### src/mp_serial_pkg.sv
// Constants shared by the multiprocessor serial channel design.
// Assumes a single 250 MHz clock and a plain strobe register port.
package mp_serial_pkg;
  // ----------------------------------------------------------------
  // Register offsets.
  // ----------------------------------------------------------------
  localparam logic [3:0] CTRL_OFS = 4'h0;    // Control register.
  localparam logic [3:0] STAT_OFS = 4'h1;    // Status register.
  localparam logic [3:0] RXDATA_OFS = 4'h2;  // Receive data register.
  localparam logic [3:0] TXDATA_OFS = 4'h3;  // Transmit data, bit 8 is the MP bit.
  localparam logic [3:0] BAUD_OFS = 4'h4;    // Bit period in clocks minus one.
  localparam logic [3:0] IRQ_STAT_OFS = 4'h5; // Sticky event status.
  localparam logic [3:0] IRQ_CLR_OFS = 4'h6;  // Write one to clear.
  localparam logic [3:0] IRQ_EN_OFS = 4'h7;   // Event enables.
  // ----------------------------------------------------------------
  // Control bit positions.
  // ----------------------------------------------------------------
  localparam int CTRL_MP_FMT = 0;   // Multiprocessor format select.
  localparam int CTRL_PAR_EN = 1;   // Parity enable.
  localparam int CTRL_PAR_ODD = 2;  // Odd parity.
  localparam int CTRL_STOP2 = 3;    // Two stop bits.
  localparam int CTRL_WAIT_EN = 4;  // Id_wait_enable.
  localparam int CTRL_RX_IRQ_EN = 5; // Receive_irq_enable.
  localparam int CTRL_RX_EN = 6;    // Receiver enable.
  localparam int CTRL_TX_EN = 7;    // Transmitter enable.
  // ----------------------------------------------------------------
  // Status bit positions and event bits.
  // ----------------------------------------------------------------
  localparam int STAT_RX_FULL = 0;  // Receive_full_flag.
  localparam int STAT_FRAME = 1;    // Framing_error_flag.
  localparam int STAT_OVERRUN = 2;  // Overrun_error_flag.
  localparam int STAT_PARITY = 3;   // Parity error flag.
  localparam int STAT_ID = 4;       // Received_id_flag.
  localparam int STAT_TX_BUSY = 5;  // Transmitter busy.
  localparam int EV_RX = 0;         // Receive or ID event.
  localparam int EV_ERR = 1;        // Receive error event.
  localparam int EV_TX = 2;         // Transmit done event.
  localparam int EV_W = 3;          // Event register width.
  localparam logic [7:0] CTRL_RST = 8'h00;
  localparam logic [15:0] BAUD_RST = 16'h0021;
  localparam logic [3:0] BITS_MAX = 4'hb; // Start, 8 data, MP or parity, 1 stop.
  localparam int CHANNELS = 3;
  localparam int CLK_ONLY_ASYNC_CH = 1;   // Channel with no clock pin.
  // ----------------------------------------------------------------
  // Receiver states.
  // ----------------------------------------------------------------
  typedef enum logic [1:0] {
    RX_IDLE = 2'b00,
    RX_START = 2'b01,
    RX_BITS = 2'b10
  } rx_state_t;
endpackage : mp_serial_pkg

### src/mp_serial_channel.sv
// One asynchronous serial channel with multiprocessor addressing.
// Assumes receive_pin is synchronous to i_ref_clk; the serial clock pin is
// unused in asynchronous mode and is left as an idle input.
//
// Added by the designer: the register offsets and the strobed register port.
`timescale 1ns/1ps
module mp_serial_channel (
  input wire logic i_ref_clk,
  input wire logic i_sys_rst,
  input wire logic [3:0] i_addr,
  input wire logic [15:0] i_wdata,
  input wire logic i_wr,
  input wire logic i_rd,
  output logic [15:0] o_rdata,
  input wire logic i_receive_pin,
  output logic o_transmit_pin,
  input wire logic i_serial_clock_pin,
  output logic o_serial_clock_pin,
  output logic o_serial_clock_pin_oe,
  output logic o_receive_irq,
  output logic o_irq
);
  // ----------------------------------------------------------------
  // Register state.
  // ----------------------------------------------------------------
  logic [7:0] serial_control_reg_r;  // Control bits.
  logic [15:0] baud_r;               // Bit period minus one, shared by all formats.
  logic [7:0] receive_data_reg_r;    // Received character.
  logic [8:0] tx_hold_r;             // Character and MP bit to send.
  logic tx_pend_r;                   // Transmit hold register loaded.
  logic rx_full_r;                   // Receive_full_flag.
  logic frame_err_r;                 // Framing_error_flag.
  logic overrun_r;                   // Overrun_error_flag.
  logic parity_err_r;                // Parity error flag.
  logic id_flag_r;                   // Received_id_flag.
  logic [mp_serial_pkg::EV_W-1:0] ev_stat_r;  // Sticky events.
  logic [mp_serial_pkg::EV_W-1:0] ev_en_r;    // Event enables.
  logic [mp_serial_pkg::EV_W-1:0] ev_set;     // Event pulses.
  logic mp_fmt;                      // Multiprocessor format in use.
  logic par_on;                      // Parity actually framed.
  logic wait_en;                     // Id_wait_enable.
  // Parity enable has no effect in multiprocessor format.
  assign mp_fmt = serial_control_reg_r[mp_serial_pkg::CTRL_MP_FMT];
  assign par_on = serial_control_reg_r[mp_serial_pkg::CTRL_PAR_EN] & ~mp_fmt;
  assign wait_en = serial_control_reg_r[mp_serial_pkg::CTRL_WAIT_EN];
  // Serial clock pin is never driven in asynchronous operation.
  assign o_serial_clock_pin = 1'b0;
  assign o_serial_clock_pin_oe = 1'b0;
  // ----------------------------------------------------------------
  // Receiver.
  // ----------------------------------------------------------------
  mp_serial_pkg::rx_state_t rx_st_r;
  logic [15:0] rx_cnt_r;     // Clocks left in the current bit.
  logic [3:0] rx_bit_r;      // Index of the bit being sampled.
  logic [9:0] rx_shift_r;    // Receive_shift_reg: data then extra bit.
  logic rx_done;             // Character complete this cycle.
  logic rx_extra;            // Multiprocessor or parity bit.
  logic rx_stop_ok;          // Stop bit sampled high.
  logic [3:0] rx_last;       // Index of the first stop bit.
  assign rx_last = (mp_fmt | par_on) ? 4'h9 : 4'h8;
  assign rx_extra = rx_shift_r[8];
  // Sample in the middle of each bit at the asynchronous bit rate.
  always_ff @(posedge i_ref_clk)
  begin
    if (i_sys_rst)
    begin
      rx_st_r <= mp_serial_pkg::RX_IDLE;
      rx_cnt_r <= 16'h0000;
      rx_bit_r <= 4'h0;
      rx_shift_r <= 10'h000;
    end
    else
    begin
      unique case (rx_st_r)
        mp_serial_pkg::RX_IDLE:
        begin
          // A low level on the receive pin starts a character.
          if (serial_control_reg_r[mp_serial_pkg::CTRL_RX_EN] && !i_receive_pin)
          begin
            rx_st_r <= mp_serial_pkg::RX_START;
            rx_cnt_r <= {1'b0, baud_r[15:1]};
          end
        end
        mp_serial_pkg::RX_START:
        begin
          if (rx_cnt_r == 16'h0000)
          begin
            // A high level at mid start is a glitch.
            rx_st_r <= i_receive_pin ? mp_serial_pkg::RX_IDLE : mp_serial_pkg::RX_BITS;
            rx_cnt_r <= baud_r;
            rx_bit_r <= 4'h0;
          end
          else
          begin
            rx_cnt_r <= rx_cnt_r - 16'h0001;
          end
        end
        mp_serial_pkg::RX_BITS:
        begin
          if (rx_cnt_r == 16'h0000)
          begin
            // Bits arrive least significant first, extra bit after data.
            if (rx_bit_r < 4'h8)
            begin
              rx_shift_r[rx_bit_r[2:0]] <= i_receive_pin;
            end
            else if (rx_bit_r == 4'h8 && rx_last == 4'h9)
            begin
              rx_shift_r[8] <= i_receive_pin;
            end
            rx_shift_r[9] <= i_receive_pin;
            rx_cnt_r <= baud_r;
            rx_bit_r <= rx_bit_r + 4'h1;
            if (rx_bit_r == rx_last)
            begin
              rx_st_r <= mp_serial_pkg::RX_IDLE;
            end
          end
          else
          begin
            rx_cnt_r <= rx_cnt_r - 16'h0001;
          end
        end
        default:
        begin
          rx_st_r <= mp_serial_pkg::RX_IDLE;
        end
      endcase
    end
  end
  // A character completes when the first stop bit is sampled.
  assign rx_done = (rx_st_r == mp_serial_pkg::RX_BITS) && (rx_cnt_r == 16'h0000) && (rx_bit_r == rx_last);
  assign rx_stop_ok = i_receive_pin;
  // ----------------------------------------------------------------
  // Receive acceptance and status flags.
  // ----------------------------------------------------------------
  logic rx_is_id;      // Completed character is an ID character.
  logic rx_accept;     // Character passes to the data register.
  logic rx_par_bad;    // Parity mismatch.
  logic rd_data;       // Software reads receive data.
  logic wr_stat;       // Software writes status.
  assign rx_is_id = rx_done & mp_fmt & rx_extra;
  // Data characters in wait mode are skipped entirely.
  assign rx_accept = rx_done & ~(mp_fmt & wait_en & ~rx_extra);
  assign rx_par_bad = par_on & (rx_extra != (^rx_shift_r[7:0] ^ serial_control_reg_r[mp_serial_pkg::CTRL_PAR_ODD]));
  assign rd_data = i_rd && (i_addr == mp_serial_pkg::RXDATA_OFS);
  assign wr_stat = i_wr && (i_addr == mp_serial_pkg::STAT_OFS);
  // Flags: hardware set wins over a software clear in the same cycle.
  always_ff @(posedge i_ref_clk)
  begin
    if (i_sys_rst)
    begin
      receive_data_reg_r <= 8'h00;
      rx_full_r <= 1'b0;
      frame_err_r <= 1'b0;
      overrun_r <= 1'b0;
      parity_err_r <= 1'b0;
      id_flag_r <= 1'b0;
    end
    else
    begin
      if (rx_accept && !rx_full_r)
      begin
        receive_data_reg_r <= rx_shift_r[7:0];
      end
      // Full clears on a data read or a status write of zero.
      if (rx_accept && !rx_full_r)
      begin
        rx_full_r <= 1'b1;
      end
      else if (rd_data || (wr_stat && !i_wdata[mp_serial_pkg::STAT_RX_FULL]))
      begin
        rx_full_r <= 1'b0;
      end
      if (rx_accept && !rx_stop_ok)
      begin
        frame_err_r <= 1'b1;
      end
      else if (wr_stat && !i_wdata[mp_serial_pkg::STAT_FRAME])
      begin
        frame_err_r <= 1'b0;
      end
      if (rx_accept && rx_full_r)
      begin
        overrun_r <= 1'b1;
      end
      else if (wr_stat && !i_wdata[mp_serial_pkg::STAT_OVERRUN])
      begin
        overrun_r <= 1'b0;
      end
      if (rx_accept && rx_par_bad)
      begin
        parity_err_r <= 1'b1;
      end
      else if (wr_stat && !i_wdata[mp_serial_pkg::STAT_PARITY])
      begin
        parity_err_r <= 1'b0;
      end
      // Received_id_flag follows the MP bit of each accepted character.
      if (rx_accept && mp_fmt)
      begin
        id_flag_r <= rx_extra;
      end
    end
  end
  // ----------------------------------------------------------------
  // Transmitter.
  // ----------------------------------------------------------------
  logic [15:0] tx_cnt_r;   // Clocks left in current bit.
  logic [3:0] tx_bit_r;    // Bits left to send.
  logic [11:0] tx_sh_r;    // Frame shift, LSB out first.
  logic tx_busy_r;         // Frame in progress.
  logic tx_done;           // Frame ends this cycle.
  logic [3:0] tx_len;      // Bits in one frame.
  logic tx_ex;             // Extra bit value.
  assign tx_ex = mp_fmt ? tx_hold_r[8] : (^tx_hold_r[7:0] ^ serial_control_reg_r[mp_serial_pkg::CTRL_PAR_ODD]);
  // Start, eight data bits and one stop bit, plus the extra bit and a second stop when each is selected.
  assign tx_len = 4'ha + {3'h0, mp_fmt | par_on} + {3'h0, serial_control_reg_r[mp_serial_pkg::CTRL_STOP2]};
  assign tx_done = tx_busy_r && (tx_cnt_r == 16'h0000) && (tx_bit_r == 4'h1);
  // Frame is start, data LSB first, MP or parity bit, then stop bits.
  always_ff @(posedge i_ref_clk)
  begin
    if (i_sys_rst)
    begin
      tx_busy_r <= 1'b0;
      tx_cnt_r <= 16'h0000;
      tx_bit_r <= 4'h0;
      tx_sh_r <= 12'hfff;
    end
    else if (!tx_busy_r)
    begin
      if (tx_pend_r && serial_control_reg_r[mp_serial_pkg::CTRL_TX_EN])
      begin
        tx_busy_r <= 1'b1;
        tx_cnt_r <= baud_r;
        tx_bit_r <= tx_len;
        if (mp_fmt || par_on)
        begin
          tx_sh_r <= {2'b11, tx_ex, tx_hold_r[7:0], 1'b0};
        end
        else
        begin
          tx_sh_r <= {3'b111, tx_hold_r[7:0], 1'b0};
        end
      end
    end
    else if (tx_cnt_r == 16'h0000)
    begin
      tx_cnt_r <= baud_r;
      tx_bit_r <= tx_bit_r - 4'h1;
      tx_sh_r <= {1'b1, tx_sh_r[11:1]};
      tx_busy_r <= ~tx_done;
    end
    else
    begin
      tx_cnt_r <= tx_cnt_r - 16'h0001;
    end
  end
  assign o_transmit_pin = tx_sh_r[0];
  // ----------------------------------------------------------------
  // Register writes.
  // ----------------------------------------------------------------
  logic tx_load;   // Frame start consumes the hold register.
  assign tx_load = !tx_busy_r && tx_pend_r && serial_control_reg_r[mp_serial_pkg::CTRL_TX_EN];
  // Control, baud and transmit hold; an ID character clears wait-enable.
  always_ff @(posedge i_ref_clk)
  begin
    if (i_sys_rst)
    begin
      serial_control_reg_r <= mp_serial_pkg::CTRL_RST;
      baud_r <= mp_serial_pkg::BAUD_RST;
      tx_hold_r <= 9'h000;
      tx_pend_r <= 1'b0;
      ev_en_r <= '0;
    end
    else
    begin
      if (i_wr && i_addr == mp_serial_pkg::CTRL_OFS)
      begin
        serial_control_reg_r <= i_wdata[7:0];
      end
      if (rx_is_id && wait_en)
      begin
        serial_control_reg_r[mp_serial_pkg::CTRL_WAIT_EN] <= 1'b0;
      end
      if (i_wr && i_addr == mp_serial_pkg::BAUD_OFS)
      begin
        baud_r <= i_wdata;
      end
      if (i_wr && i_addr == mp_serial_pkg::IRQ_EN_OFS)
      begin
        ev_en_r <= i_wdata[mp_serial_pkg::EV_W-1:0];
      end
      if (i_wr && i_addr == mp_serial_pkg::TXDATA_OFS)
      begin
        tx_hold_r <= i_wdata[8:0];
        tx_pend_r <= 1'b1;
      end
      else if (tx_load)
      begin
        tx_pend_r <= 1'b0;
      end
    end
  end
  // ----------------------------------------------------------------
  // Events and interrupts.
  // ----------------------------------------------------------------
  assign ev_set[mp_serial_pkg::EV_RX] = rx_accept;
  assign ev_set[mp_serial_pkg::EV_ERR] = rx_accept & (~rx_stop_ok | rx_full_r | rx_par_bad);
  assign ev_set[mp_serial_pkg::EV_TX] = tx_done;
  // Sticky status; a set in the clearing cycle wins.
  always_ff @(posedge i_ref_clk)
  begin
    if (i_sys_rst)
    begin
      ev_stat_r <= '0;
    end
    else if (i_wr && i_addr == mp_serial_pkg::IRQ_CLR_OFS)
    begin
      ev_stat_r <= (ev_stat_r & ~i_wdata[mp_serial_pkg::EV_W-1:0]) | ev_set;
    end
    else
    begin
      ev_stat_r <= ev_stat_r | ev_set;
    end
  end
  assign o_irq = |(ev_stat_r & ev_en_r);
  // Receive interrupt follows the full flag, gated by the enable bit.
  assign o_receive_irq = rx_full_r & serial_control_reg_r[mp_serial_pkg::CTRL_RX_IRQ_EN];
  // ----------------------------------------------------------------
  // Read port: data in the cycle after the strobe.
  // ----------------------------------------------------------------
  always_ff @(posedge i_ref_clk)
  begin
    if (i_sys_rst)
    begin
      o_rdata <= 16'h0000;
    end
    else if (i_rd)
    begin
      unique case (i_addr)
        mp_serial_pkg::CTRL_OFS: o_rdata <= {8'h00, serial_control_reg_r};
        mp_serial_pkg::STAT_OFS: o_rdata <= {10'h000, tx_busy_r, id_flag_r, parity_err_r, overrun_r,
                                              frame_err_r, rx_full_r};
        mp_serial_pkg::RXDATA_OFS: o_rdata <= {8'h00, receive_data_reg_r};
        mp_serial_pkg::TXDATA_OFS: o_rdata <= {7'h00, tx_hold_r};
        mp_serial_pkg::BAUD_OFS: o_rdata <= baud_r;
        mp_serial_pkg::IRQ_STAT_OFS: o_rdata <= {13'h0000, ev_stat_r};
        mp_serial_pkg::IRQ_EN_OFS: o_rdata <= {13'h0000, ev_en_r};
        default: o_rdata <= 16'h0000;
      endcase
    end
    else
    begin
      o_rdata <= 16'h0000;
    end
  end
  // ----------------------------------------------------------------
  // Checks.
  // ----------------------------------------------------------------
  chk_wait_blocks_full: assert property (@(posedge i_ref_clk) disable iff (i_sys_rst)
    (rx_done && mp_fmt && wait_en && !rx_extra && !rx_full_r) |=> !rx_full_r)
    else $error("Data character set full flag during ID wait.");
  chk_id_clears_wait: assert property (@(posedge i_ref_clk) disable iff (i_sys_rst)
    (rx_is_id && wait_en && !(i_wr && i_addr == mp_serial_pkg::CTRL_OFS)) |=> (!wait_en && id_flag_r))
    else $error("ID character did not clear wait-enable.");
  chk_id_irq_raise: assert property (@(posedge i_ref_clk) disable iff (i_sys_rst)
    (rx_is_id && !rx_full_r && serial_control_reg_r[mp_serial_pkg::CTRL_RX_IRQ_EN]
     && !(i_wr && i_addr == mp_serial_pkg::CTRL_OFS)) |=> o_receive_irq)
    else $error("ID character did not raise receive interrupt.");
  chk_mp_no_parity: assert property (@(posedge i_ref_clk) disable iff (i_sys_rst)
    mp_fmt |-> !par_on)
    else $error("Parity active in multiprocessor format.");
  chk_clk_pin_idle: assert property (@(posedge i_ref_clk) disable iff (i_sys_rst)
    !o_serial_clock_pin_oe)
    else $error("Serial clock pin driven.");
  chk_tx_start_bit: assert property (@(posedge i_ref_clk) disable iff (i_sys_rst)
    tx_load |=> !o_transmit_pin)
    else $error("Frame did not open with a low start bit.");
  chk_bit_period: assert property (@(posedge i_ref_clk) disable iff (i_sys_rst)
    (rx_st_r == mp_serial_pkg::RX_BITS && rx_cnt_r == 16'h0000 && !rx_done) |=> rx_cnt_r == $past(baud_r))
    else $error("Bit period reload wrong.");
  chk_read_latency: assert property (@(posedge i_ref_clk) disable iff (i_sys_rst)
    !i_rd |=> o_rdata == 16'h0000)
    else $error("Read data outside the answer cycle.");
endmodule : mp_serial_channel

### config.mk
export PLATFORM = sky130hd
export DESIGN_NAME = mp_serial_channel
export DESIGN_NICKNAME = d
export VERILOG_FILES = /design/src/mp_serial_pkg.sv /design/src/mp_serial_channel.sv
export SDC_FILE = /design/constraint.sdc
export NUM_CORES = 1
export LEC_CHECK = 0
export BUFFER_PORTS_ARGS = -buffer_cell sky130_fd_sc_hd__buf_2
export CELL_PAD_IN_SITES_DETAIL_PLACEMENT = 0
export CELL_PAD_IN_SITES_GLOBAL_PLACEMENT = 2
export CORE_ASPECT_RATIO = 0.75
export CORE_MARGIN = 3
export CORE_UTILIZATION = 40
export CTS_CLUSTER_SIZE = 20
export DETAILED_ROUTE_END_ITERATION = 8
export GPL_TIMING_DRIVEN = 0
export PLACE_DENSITY = 0.83
export SYNTH_ARGS = -nofsm -noshare
export SYNTH_HDL_FRONTEND = slang
export SYNTH_SLANG_ARGS = --single-unit
### constraint.sdc
create_clock -name i_ref_clk -period 5.15 [get_ports i_ref_clk]
set_input_delay 0.515 -clock i_ref_clk [delete_from_list [all_inputs] [get_ports i_ref_clk]]
set_output_delay 0.515 -clock i_ref_clk [all_outputs]
set_load 0.05 [all_outputs]
==> summary.md <==
| Metric | Value |
|---|---|
| WL per Instance | 21.5 um |
| Gate Count Post-Synth | 839 |
| Routed wire length | ~24 mm |
| Global Route Usage Sum | 0.259 |
| Avg Cell Area, Syn | 8.23 sq um |
| DP Worst Slack | 2330 ps |
| Outcome | completed |
| GPL Wtd Cong | 0.950 |
| DR vias | 6823 |
| Clock root buffer | clkbuf_16 |
| CP Data Required Time | 5480 ps |
| Commonest non-fill, non-tap cell in the layout | dfxtp_1 |
| Area of the core | 16500 sq um |
| Clock power frac | 0.525 |
| CP max stage delay | 700 ps |
| Final Max Slew Viols | 0 |
| Crit start category | flip-flop |
| Post-CTS Hold Buffers | 0 |
| EDFF count, synth | 0 |
| LEAKAGE | 2.99 nW |
| CTS max path bufs | 2 |
| Final TNS setup | 0 ps |
| Compound-Gate Fraction of Synth Area | 0.214 |
| Pint | 1.87 mW |
| Library cells used by synthesis | 72 |
| Crit-path leading delay family | simple AND/OR/NAND/NOR gates |
| Post-CTS setup buffers | 0 |
| # rows | 40 |
| Combinational share of power | 0.059 |
| Max Fanout on Critical Path | 10 |
| H-tree Lvls | 4 |
| Hold WS | 320 ps |
| Skew final | 19.7 ps |
| Die width | 158 um |
| RSZ-0062 raised after global routing | false |
| Post-CTS sizing | 0 |
| Setup crit end kind | flip-flop |
| Highest-count cells in the layout ignoring fill and taps | dfxtp_1 (131), nor2_1 (87), nand2_1 (72) |
| Area growth, synth to finish | 15.8% |
| # nets final | 939 |
| DR iter-0 viols | roughly 630 |
| Post-route design area | 7990 sq um |
| Seq/Total Area, Yosys | 0.380 |
| #FFs+latches synth | ~130 |
| Adder-cell share of the synthesized area | 0.0218 |
| Vias per cell | a little over 6 |
| # fillers | 1630 |
| Post-synthesis mux area share | 0.0809 |
| Slew headroom | 0.389 |
| Yosys Warn Count | 0 |
| Largest net degree at the start of global routing | 17 |
| Sequential power share | 0.417 |
| Slew @ Worst Pin | a little over 900 ps |
| Overflow after GRT | 0 |
| Asr flop ratio synth | 0 |
| Clock transition at path regs | around 60 ps |
| CP Class | flip-flop to flip-flop |
| Finished Core Util | 0.485 |
| Top FF cell, synth | dfxtp_1 |
| PortBufs | 42 |
| Area after DPL | 7380 sq um |
| # diodes | 0 |
| Vias in the first global route | 6364 |
| Post-Syn Area | 6900 sq um |
| Share of cells above drive strength 1 | 0.103 |
| Max cap viols | 0 |
| XOR/XNOR Fraction of Synth Area | 0.0319 |
| CP cell instances | clkbuf_1, nor3_1, nand2_1, clkbuf_1, nor2_1, a21oi_1, a221oi_1 |
| Worst vdd ir | approximately 0.20 mV |
| Switch share | 0.243 |
| PwrDens | between 300 and 400 nW/um^2 |
| TritonRoute pass-1 iters | 7 |
| Max Clock Freq | 0.344 GHz |
| Hold Crit Class | input port to flip-flop |
| Clock latency on the worst-skew pair | 440 ps |
| Final min period | between 2000 and 3000 ps |
| Cell mode on critical path | clkbuf_1 |
| I/O pin total | 47 |
| Final Hold Vio Count | 0 |
| Post-DRT Antenna Nets | 0 |
| CTS Buf Count | 17 |
| Final setup vio count | 0 |
| First-pass GRT wire length | 37.5 mm |
| Fin crit share | 0.565 |
| Die area | 18900 sq um |
| Largest family of logic cells by synthesized area | simple AND/OR/NAND/NOR gates |
| CTS tree | done |
| Simple logic cell fraction of the synthesized area | 0.218 |
| Net Sw Power | 0.600 mW |
| DRC | 0 |
| Die Height | 120 um |
| Initial Utilization | 0.419 |
| CP max stage cell | nor3_1 |
| Worst path bufs/invs | 2 |
| Post-route setup slack | 2240 ps |
| Initial antenna violation count | 0 |
| Worst path arrival time | 3230 ps |
| Clk sink count | 131 |
| Hpwl dp | around 18 mm |
routing by layer:
metal	vias to the layer above	GRT usage	share of wire
li1	3181	-	-
met1	3334	0.396	0.50
met2	272	0.364	0.42
met3	36	0.0534	0.065
met4	0	0.0715	0.017
met5	-	0	0
final timing paths:
| path | start | endpoint | slack [ps] | depth (start not counted) |
|---|---|---|---|---|
| setup / recovery | rx_cnt_r[11] | rx_st_r[0] | 2240 | 7 |
| hold / removal | i_wdata[12] | baud_r[12] | 320 | 3 |
| hold reg to reg | id_flag_r | id_flag_r | 470 | 2 |
| setup reg to reg | rx_cnt_r[11] | rx_st_r[0] | 2240 | 7 |
through the flow:
| stage | instances | power, mW |
|---|---|---|
| floorplan | 840 | 1.13 |
| detailed placement | 1092 | 1.19 |
| finish | 1123 | 2.47 |
| global route | 1123 | 2.53 |
| global placement | 1092 | 1.19 |
| CTS | 1123 | 2.47 |
area by class of cell:
type                            count  area (sq um)  share of cell area
Clock inverter                     12           183              0.0229
Clock buffer                       19           433              0.0542
Sequential cell                   131          2620               0.328
Tap cell                          210           263              0.0329
Buffer                             61           241              0.0302
Timing Repair Buffer               42           210              0.0263
Inverter                           32           120              0.0150
Multi-Input combinational cell    616          3920               0.491
synthesized netlist by cell type (all sizes together) (4+ instances only):
cell type  instances  share of area
nor3b              5         0.0054
nand4              8         0.0073
xor2               5         0.0063
a22oi              8         0.0087
or3                4         0.0036
a211oi            15          0.016
o21ai             55          0.040
a2111oi            5         0.0073
and2              10         0.0091
ha                12          0.022
nand2             72          0.039
a311oi             6         0.0076
a221oi             4         0.0051
and3               7         0.0063
a21oi             57          0.041
nor4              16          0.016
clkbuf            53          0.029
o31ai              4         0.0044
nor2b              8         0.0073
nor2              87          0.047
nand3             29          0.021
nand2b             7         0.0063
inv               31          0.017
mux2i             49          0.071
nor4b              4         0.0082
o221ai             4         0.0051
or4                7         0.0076
xnor2             15          0.019
a31oi              9         0.0082
or2                5         0.0045
dfxtp            131           0.38
nor3              23          0.017
o21a               5         0.0054
o211ai            23          0.025
buf                8         0.0062
worst register-to-register path, cell delays in order (launching register included):
cell	delay (ps)
dfxtp_1	300
clkbuf_1	180
nor3_1	700
nand2_1	370
clkbuf_1	390
nor2_1	480
a21oi_1	120
a221oi_1	270
power groups by stage:
stage / clock network, mW / registers, mW / logic, mW
floorplan: 0 / 1.05 / 0.0830
global placement: 0 / 1.05 / 0.140
detailed placement: 0 / 1.05 / 0.140
CTS: 1.31 / 1.03 / 0.141
global route: 1.35 / 1.03 / 0.155
finish: 1.29 / 1.03 / 0.145
flip-flops by register name, summed over array words and instances (netlist names), 9 cells and up:
register and flops:
baud_r 16, tx_sh_r 10, o_rdata 16, rx_cnt_r 16
tx_hold_r 9, rx_shift_r 9, tx_cnt_r 16
cell families (layout without fill, tap and decap cells):
group	Yosys count	after routing
AO/OA/AOI/OAI	227	227
XOR/XNOR	22	22
adder cells (fa/ha/maj)	12	12
buffers and inverters	93	166
flip-flops	131	131
multiplexers	52	52
other	1	2
AND/OR/NAND/NOR	301	301
No activity file was read; power rests on OpenSTA's default activity.
